[src/logic/regulator_control_pkg.sv]
// Register map, field layout and reset values of the regulator control bank.
// Assumes an 8-bit register port driven by the serial interface decoder.
package regulator_control_pkg;

  // ---------------------------------------------------------------
  // Register offsets
  // ---------------------------------------------------------------
  localparam logic [7:0] first_converter_limits_addr = 8'h03;
  localparam logic [7:0] second_converter_control_addr = 8'h04;
  localparam logic [7:0] second_converter_limits_addr = 8'h05;
  localparam logic [7:0] first_converter_voltage_addr = 8'h06;
  localparam logic [7:0] second_converter_voltage_addr = 8'h07;
  localparam logic [7:0] first_linear_control_addr = 8'h08;
  localparam logic [7:0] second_linear_control_addr = 8'h09;

  // ---------------------------------------------------------------
  // Field positions
  // ---------------------------------------------------------------
  localparam int limit_lsb = 3;
  localparam int ramp_lsb = 0;
  localparam int force_fixed_freq_bit = 3;
  localparam int discharge_bit = 2;
  localparam int pin_qualified_bit = 1;
  localparam int enable_bit = 0;

  // ---------------------------------------------------------------
  // Reset values (undefined fields reset to zero)
  // ---------------------------------------------------------------
  localparam logic [7:0] limits_reset = 8'h00;
  localparam logic [7:0] control_reset = 8'h04;
  localparam logic [7:0] voltage_reset = 8'h00;

  // ---------------------------------------------------------------
  // Reserved codes
  // ---------------------------------------------------------------
  localparam logic [2:0] limit_max_code = 3'h5;
  localparam logic [2:0] ramp_min_code = 3'h2;
  localparam logic [7:0] voltage_min_code = 8'h14;

  // Decoded controls of one regulator, towards the sequencing logic
  typedef struct packed {
    logic enable;
    logic discharge_on;
    logic force_fixed_freq;
  } reg_ctrl_t;

  // Converter settings
  typedef struct packed {
    logic [2:0] current_limit;
    logic [2:0] ramp_rate;
    logic [7:0] voltage_code;
    logic code_reserved;
  } conv_set_t;

endpackage

[src/logic/regulator_enable_gate.sv]
// Combines a register enable with the external enable pin.
// Assumes the pin level is already synchronised to CLK.
`timescale 1ns/10ps
`default_nettype none
module regulator_enable_gate (
  // Control bits
  input wire logic enable,
  input wire logic pin_qualified,
  // Synchronised pin
  input wire logic pin_level,
  // Result
  output logic active
);
  assign active = enable & (~pin_qualified | pin_level);
endmodule
`default_nettype wire

[src/logic/regulator_control_regs.sv]
// Configuration registers for two step-down converters and two linear
// regulators. Assumes the serial interface presents one-cycle write and read
// strobes with an 8-bit address on CLK.
//
// Contract
// - First converter limit field bits 5:3, codes 0-5 give 1.5-4.0 A.
// - New limit codes are accepted and applied while the converter runs.
// - First converter ramp field bits 2:0, codes 2-7, 0 and 1 reserved.
// - Second converter limit field uses the same encoding as the first.
// - Second converter ramp field uses the same mapping as the first.
// - Second converter control bit 3 forces fixed-frequency operation.
// - Second converter control bit 2 enables discharge, resets to one.
// - Second converter control bit 1 adds the enable pin to control.
// - Second converter control bit 0 enables the converter.
// - First converter 8-bit voltage code, codes below 0x14 reserved.
// - Second converter voltage code uses the identical mapping.
// - First linear control bit 2 enables discharge, resets to one.
// - First linear control bit 1 adds the enable pin to control.
// - First linear control bit 0 turns the regulator on.
// - Second linear control bits 2, 1, 0 mirror the first regulator.
`timescale 1ns/10ps
`default_nettype none
module regulator_control_regs (
  // Clock and reset
  input wire logic CLK,
  input wire logic RST,
  // Register port
  input wire logic WR_STB,
  input wire logic RD_STB,
  input wire logic [7:0] ADDR,
  input wire logic [7:0] WDATA,
  output logic [7:0] RDATA,
  output logic RVALID,
  output logic ADDR_HIT,
  // External enable pin
  input wire logic EN_PIN,
  // Converter controls
  output regulator_control_pkg::reg_ctrl_t CONV_A_CTRL,
  output regulator_control_pkg::reg_ctrl_t CONV_B_CTRL,
  output regulator_control_pkg::conv_set_t CONV_A_SET,
  output regulator_control_pkg::conv_set_t CONV_B_SET,
  // Linear regulator controls
  output regulator_control_pkg::reg_ctrl_t LIN_A_CTRL,
  output regulator_control_pkg::reg_ctrl_t LIN_B_CTRL
);

  // ---------------------------------------------------------------
  // Storage
  // ---------------------------------------------------------------
  // Reserved bits are kept and read back as written.
  logic [7:0] first_converter_limits;
  logic [7:0] second_converter_control;
  logic [7:0] second_converter_limits;
  logic [7:0] first_converter_voltage;
  logic [7:0] second_converter_voltage;
  logic [7:0] first_linear_control;
  logic [7:0] second_linear_control;
  logic pin_meta;
  logic pin_level;
  logic conv_b_active;
  logic lin_a_active;
  logic lin_b_active;
  logic hit;

  // ---------------------------------------------------------------
  // Pin synchroniser
  // ---------------------------------------------------------------
  always_ff @(posedge CLK) begin
    if (RST) begin
      pin_meta <= 1'b0;
      pin_level <= 1'b0;
    end else begin
      pin_meta <= EN_PIN;
      pin_level <= pin_meta;
    end
  end

  // ---------------------------------------------------------------
  // Converter limit registers
  // ---------------------------------------------------------------
  // No enable interlock: a limit write takes effect on the next edge.
  always_ff @(posedge CLK) begin
    if (RST) begin
      first_converter_limits <= regulator_control_pkg::limits_reset;
      second_converter_limits <= regulator_control_pkg::limits_reset;
    end else if (WR_STB) begin
      if (ADDR == regulator_control_pkg::first_converter_limits_addr) begin
        first_converter_limits <= WDATA;
      end
      if (ADDR == regulator_control_pkg::second_converter_limits_addr) begin
        second_converter_limits <= WDATA;
      end
    end
  end

  // ---------------------------------------------------------------
  // Voltage registers
  // ---------------------------------------------------------------
  always_ff @(posedge CLK) begin
    if (RST) begin
      first_converter_voltage <= regulator_control_pkg::voltage_reset;
      second_converter_voltage <= regulator_control_pkg::voltage_reset;
    end else if (WR_STB) begin
      if (ADDR == regulator_control_pkg::first_converter_voltage_addr) begin
        first_converter_voltage <= WDATA;
      end
      if (ADDR == regulator_control_pkg::second_converter_voltage_addr) begin
        second_converter_voltage <= WDATA;
      end
    end
  end

  // ---------------------------------------------------------------
  // Control registers
  // ---------------------------------------------------------------
  always_ff @(posedge CLK) begin
    if (RST) begin
      second_converter_control <= regulator_control_pkg::control_reset;
      first_linear_control <= regulator_control_pkg::control_reset;
      second_linear_control <= regulator_control_pkg::control_reset;
    end else if (WR_STB) begin
      if (ADDR == regulator_control_pkg::second_converter_control_addr) begin
        second_converter_control <= WDATA;
      end
      if (ADDR == regulator_control_pkg::first_linear_control_addr) begin
        first_linear_control <= WDATA;
      end
      if (ADDR == regulator_control_pkg::second_linear_control_addr) begin
        second_linear_control <= WDATA;
      end
    end
  end

  // ---------------------------------------------------------------
  // Read path
  // ---------------------------------------------------------------
  always_comb begin
    case (ADDR)
      regulator_control_pkg::first_converter_limits_addr,
      regulator_control_pkg::second_converter_control_addr,
      regulator_control_pkg::second_converter_limits_addr,
      regulator_control_pkg::first_converter_voltage_addr,
      regulator_control_pkg::second_converter_voltage_addr,
      regulator_control_pkg::first_linear_control_addr,
      regulator_control_pkg::second_linear_control_addr: hit = 1'b1;
      default: hit = 1'b0;
    endcase
  end

  assign ADDR_HIT = hit;

  // Unmapped addresses read as zero so the bank can share a bus.
  always_ff @(posedge CLK) begin
    if (RST) begin
      RDATA <= 8'h00;
      RVALID <= 1'b0;
    end else begin
      RVALID <= RD_STB;
      if (RD_STB) begin
        case (ADDR)
          regulator_control_pkg::first_converter_limits_addr:
            RDATA <= first_converter_limits;
          regulator_control_pkg::second_converter_control_addr:
            RDATA <= second_converter_control;
          regulator_control_pkg::second_converter_limits_addr:
            RDATA <= second_converter_limits;
          regulator_control_pkg::first_converter_voltage_addr:
            RDATA <= first_converter_voltage;
          regulator_control_pkg::second_converter_voltage_addr:
            RDATA <= second_converter_voltage;
          regulator_control_pkg::first_linear_control_addr:
            RDATA <= first_linear_control;
          regulator_control_pkg::second_linear_control_addr:
            RDATA <= second_linear_control;
          default:
            RDATA <= 8'h00;
        endcase
      end
    end
  end

  // ---------------------------------------------------------------
  // Enable qualification
  // ---------------------------------------------------------------
  regulator_enable_gate u_gate_conv_b (
    .enable(second_converter_control[regulator_control_pkg::enable_bit]),
    .pin_qualified(
      second_converter_control[regulator_control_pkg::pin_qualified_bit]),
    .pin_level(pin_level),
    .active(conv_b_active)
  );

  regulator_enable_gate u_gate_lin_a (
    .enable(first_linear_control[regulator_control_pkg::enable_bit]),
    .pin_qualified(
      first_linear_control[regulator_control_pkg::pin_qualified_bit]),
    .pin_level(pin_level),
    .active(lin_a_active)
  );

  regulator_enable_gate u_gate_lin_b (
    .enable(second_linear_control[regulator_control_pkg::enable_bit]),
    .pin_qualified(
      second_linear_control[regulator_control_pkg::pin_qualified_bit]),
    .pin_level(pin_level),
    .active(lin_b_active)
  );

  // ---------------------------------------------------------------
  // Outputs to the regulators
  // ---------------------------------------------------------------
  // The first converter's control register lies outside this bank.
  assign CONV_A_CTRL = '0;

  assign CONV_B_CTRL.enable = conv_b_active;
  assign CONV_B_CTRL.discharge_on =
    second_converter_control[regulator_control_pkg::discharge_bit] &
    ~conv_b_active;
  assign CONV_B_CTRL.force_fixed_freq =
    second_converter_control[regulator_control_pkg::force_fixed_freq_bit];

  assign LIN_A_CTRL.enable = lin_a_active;
  assign LIN_A_CTRL.discharge_on =
    first_linear_control[regulator_control_pkg::discharge_bit] &
    ~lin_a_active;
  assign LIN_A_CTRL.force_fixed_freq = 1'b0;

  assign LIN_B_CTRL.enable = lin_b_active;
  assign LIN_B_CTRL.discharge_on =
    second_linear_control[regulator_control_pkg::discharge_bit] &
    ~lin_b_active;
  assign LIN_B_CTRL.force_fixed_freq = 1'b0;

  // Reserved codes are flagged, not blocked; software must avoid them.
  assign CONV_A_SET.current_limit =
    first_converter_limits[regulator_control_pkg::limit_lsb +: 3];
  assign CONV_A_SET.ramp_rate =
    first_converter_limits[regulator_control_pkg::ramp_lsb +: 3];
  assign CONV_A_SET.voltage_code = first_converter_voltage;
  assign CONV_A_SET.code_reserved =
    (CONV_A_SET.current_limit > regulator_control_pkg::limit_max_code) |
    (CONV_A_SET.ramp_rate < regulator_control_pkg::ramp_min_code) |
    (first_converter_voltage < regulator_control_pkg::voltage_min_code);

  assign CONV_B_SET.current_limit =
    second_converter_limits[regulator_control_pkg::limit_lsb +: 3];
  assign CONV_B_SET.ramp_rate =
    second_converter_limits[regulator_control_pkg::ramp_lsb +: 3];
  assign CONV_B_SET.voltage_code = second_converter_voltage;
  assign CONV_B_SET.code_reserved =
    (CONV_B_SET.current_limit > regulator_control_pkg::limit_max_code) |
    (CONV_B_SET.ramp_rate < regulator_control_pkg::ramp_min_code) |
    (second_converter_voltage < regulator_control_pkg::voltage_min_code);

endmodule
`default_nettype wire

[config.mk]
export PLATFORM = sky130hd
export DESIGN_NAME = regulator_control_regs
export DESIGN_NICKNAME = d
export VERILOG_FILES = /design/src/logic/regulator_control_pkg.sv /design/src/logic/regulator_enable_gate.sv /design/src/logic/regulator_control_regs.sv
export SDC_FILE = /design/constraint.sdc
export NUM_CORES = 1
export LEC_CHECK = 0
export BUFFER_PORTS_ARGS = -buffer_cell sky130_fd_sc_hd__clkbuf_2
export CORE_ASPECT_RATIO = 1.75
export CORE_UTILIZATION = 45
export DETAILED_ROUTE_END_ITERATION = 12
export GPL_TIMING_DRIVEN = 0
export HOLD_SLACK_MARGIN = 0.06
export PLACE_DENSITY = 0.69
export SKIP_LAST_GASP = 1
export SLEW_MARGIN = 20
export SYNTH_ARGS = -nofsm -noshare
export SYNTH_HDL_FRONTEND = slang
export SYNTH_SLANG_ARGS = --single-unit
export TNS_END_PERCENT = 50
[constraint.sdc]
create_clock -name CLK -period 1.8 [get_ports CLK]
set_input_delay 0.18 -clock CLK [delete_from_list [all_inputs] [get_ports CLK]]
set_output_delay 0.18 -clock CLK [all_outputs]
set_load 0.005 [all_outputs]
==> key figures <==
Global routing
  – Gr ovfl total: 0
  – Vias in the first global route: 2836
  – Initial antenna violation count: 0
  – Pin count of the biggest net entering global routing: 11
  – Total GRT Usage: 0.263
  – First-pass GRT wire length: 14500 um

Setup path
  – CP arrival: 1920 ps
  – Critical path required time: just over 2000 ps
  – Critical-path top delay cell: nor3b_2
  – Crit end category: flop
  – Reg2reg path depth: 4
  – FF-to-FF Start: second_converter_voltage[3]
  – Crit path largest cell delay: 590 ps
  – FF-to-FF setup slack: ~280 ps
  – Critical path, cell by cell: clkbuf_2, buf_6, nor3b_2, nand4_2, a211o_1
  – WS Path Type: input pin to flop
  – Worst path top cell family by delay: simple AND/OR/NAND/NOR gates
  – CP Max Fanout: 10
  – Critical R2R Capture: RDATA[3]
  – CP Launch Type: input pin
  – CP Buf/Inv Count: 2

Logic synthesis
  – Number of synthesized register bits: 67
  – Share of the synthesized area in the top cell type: 0.407
  – Top_reg_cell synth: dfxtp_1
  – Post-synth cell types: 49
  – Async set-reset flop share out of synthesis: 0
  – Avg Inst Size Synth: 9.58 sq um
  – Synthesized cell area: 3290 sq um
  – Ys Warns: 0
  – Seq/Total Area, Yosys: 0.407
  – Post-synth top area cell: dfxtp_1
  – Top cells by area, synth: dfxtp_1, mux2i_1, nor2_1, buf_4, nor4bb_1
  – Post-synth EDFFs: 0
  – Cell count after synthesis: 344

Clock network
  – CTS Buffer Depth: 2
  – Num CTS Buffers: 9
  – Clock tree from TritonCTS: built
  – TritonCTS Sinks: between 60 and 70
  – CTS Root Cell: clkbuf_16
  – # H-tree levels: 3
  – Postcts setup bufs: 0
  – Clk_lat worst skew: 330 ps
  – Clk pin slew, worst setup/hold paths: 50 ps

Final layout
  – Final net count: 444
  – Layout area overhead: 23.2%
  – Core Util, Final: 0.583
  – FF+latch area: ~1300 sq um
  – Share of cells above drive strength 1: 0.293
  – Most common cell after layout, fill and taps aside: dfxtp_1
  – Most frequent cells in the layout: dfxtp_1, clkbuf_2, nor2_1
  – Area taken by multi-input logic gates: 1680 sq um
  – N_diodes: 0
  – Fin cells: 510
  – Fill count: between 600 and 700

Placed design
  – Routability Congestion: slightly above 0.9
  – DP Cell Count: 495
  – DP HPWL: 6850 um
  – Dpl ws: -145 ps
  – Port-buffer cells: 63

Hold path
  – Hold Path Origin: WDATA[0]
  – Hold WC Path Type: input pin to flop
  – Hold path depth: 3
  – Worst Hold End: second_converter_limits[0]

Flow run
  – Max_cap viols: 0

STA
  – Slew HR: 0.542
  – Final Hold Violating Endpoints: 0
  – Worst Setup Slack, final: 94.5 ps
  – Crit path time final: 1710 ps
  – Final setup viols: 0
  – RSZ-0062 raised after global routing: no
  – Fmax: 0.586 GHz
  – Clock Skew: 3.37 ps
  – Final Cycle Share: 0.948
  – Actual slew at the worst max-slew pin: between 600 and 700 ps
  – Max-slew violation count: 0

Outcome
  – Status: complete, no violations

Die
  – Die area: 7680 sq um
  – Die height: between 100 and 150 um
  – IO Count: 73
  – Starting Density: 0.474
  – Core ar.: 6960 sq um
  – Row cnt: 40
  – Die width: 66.7 um

Drt
  – DRC errors left: 0
  – WL per Instance: between 15 and 20 um
  – Vias per cell: 5.68
  – Initial DRC count: 157
  – Vias: 2897
  – Drt first pass iters: 5
  – Total Routed Length: 9420 um
  – Antenna violation net count after detailed routing: 0

Power and ir drop
  – Lkg Pwr: 0.00195 uW
  – Pwr/cell area: 882 nW/um^2
  – Max IR drop VDD: 767 uV
[kinds of logic after synthesis]
family / synth area share
multiplexers: 0.164
other: 0.00114
AO/OA/AOI/OAI: 0.123
flip-flops: 0.407
buffers and inverters: 0.0877
AND/OR/NAND/NOR: 0.217
[layout make-up]
cell class / instances / share of cell area
Buffer: 45 / 0.0688
Clock buffer: 12 / 0.0632
Clock inverter: 2 / 0.0148
Inverter: 3 / 0.00278
Multi-Input combinational cell: 233 / 0.414
Sequential cell: 67 / 0.331
Tap cell: 84 / 0.0259
Timing Repair Buffer: 64 / 0.0802
[worst max path at each step]
stage / cells after the start / start / end / slack, ps
6_report: 5 / ADDR[1] / second_converter_control[2] / 90
5_1_grt: 5 / ADDR[1] / second_converter_control[2] / 60
4_1_cts: 7 / ADDR[1] / ADDR_HIT / 90
3_5_place_dp: 5 / ADDR[1] / second_converter_control[2] / -140
3_3_place_gp: 5 / ADDR[1] / second_converter_control[2] / -130
2_1_floorplan: 6 / ADDR[2] / RDATA[1] / 290
[tightest hold or removal path: cells and delay by family]
kind	cells	cell delay [ps]
compound gates	1	50
buf+inv	1	150
simple gates	1	80
[stage by stage]
step / setup TNS (ps) / total power, uW / hold WS, ps / cell area, sq um
floorplan: 0 / 1640 / 308 / 3310
global placement: -1240 / 1720 / 393 / 3730
detailed placement: -1590 / 1720 / 398 / 3730
CTS: 0 / 3590 / 184 / 4060
global route: 0 / 3680 / 206 / 4060
finish: 0 / 3580 / 177 / 4060
[synthesized netlist by cell type (all sizes together) (2+ instances only)]
| library cell | n |
|---|---|
| a21oi | 12 |
| a32oi | 2 |
| clkbuf | 14 |
| o211ai | 3 |
| inv | 3 |
| buf | 31 |
| nor4bb | 9 |
| nand4 | 8 |
| o22ai | 5 |
| a21boi | 3 |
| nor3b | 3 |
| nand3b | 4 |
| a211oi | 6 |
| nor2 | 52 |
| a221o | 2 |
| a32o | 5 |
| nor2b | 7 |
| nand2 | 21 |
| mux2 | 8 |
| a222oi | 5 |
| nor3 | 2 |
| and4 | 2 |
| and3b | 6 |
| dfxtp | 67 |
| o21ai | 4 |
| mux2i | 45 |
| a211o | 3 |
[power by group]
| part | total, uW | switching (uW) | leakage, uW | internal [uW] |
|---|---|---|---|---|
| clock network | 1880 | 611 | 0.000155 | 1270 |
| registers | 1490 | 2.01 | 0.000540 | 1490 |
| logic | 206 | 139 | 0.00126 | 67.2 |
| total | 3580 | 751 | 0.00195 | 2830 |
[flip-flops by register name, indices dropped and copies added, names as in the netlist]
signal / flops
second_linear_control: 8
second_converter_limits: 8
RDATA: 8
pin_meta: 1
first_converter_limits: 8
second_converter_control: 8
first_converter_voltage: 8
RVALID: 1
pin_level: 1
second_converter_voltage: 8
first_linear_control: 8
[what timing repair did]
| action | 4_1_cts | 5_1_grt |
|---|---|---|
| hold endpoints to repair | 1 | 0 |
| hold buffers | 1 | 0 |
| gates resized for setup | 0 | 2 |
| setup endpoints to repair | 0 | 1 |
[per-layer routing]
metal / GRT usage / routed length [um] / vias up
met5: 0 / 0 / -
met4: 0.189 / 487 / 0
met3: 0.0486 / 452 / 29
met2: 0.449 / 4920 / 114
met1: 0.280 / 3560 / 1378
li1: - / - / 1376
Power figures use the tool's default switching activity.
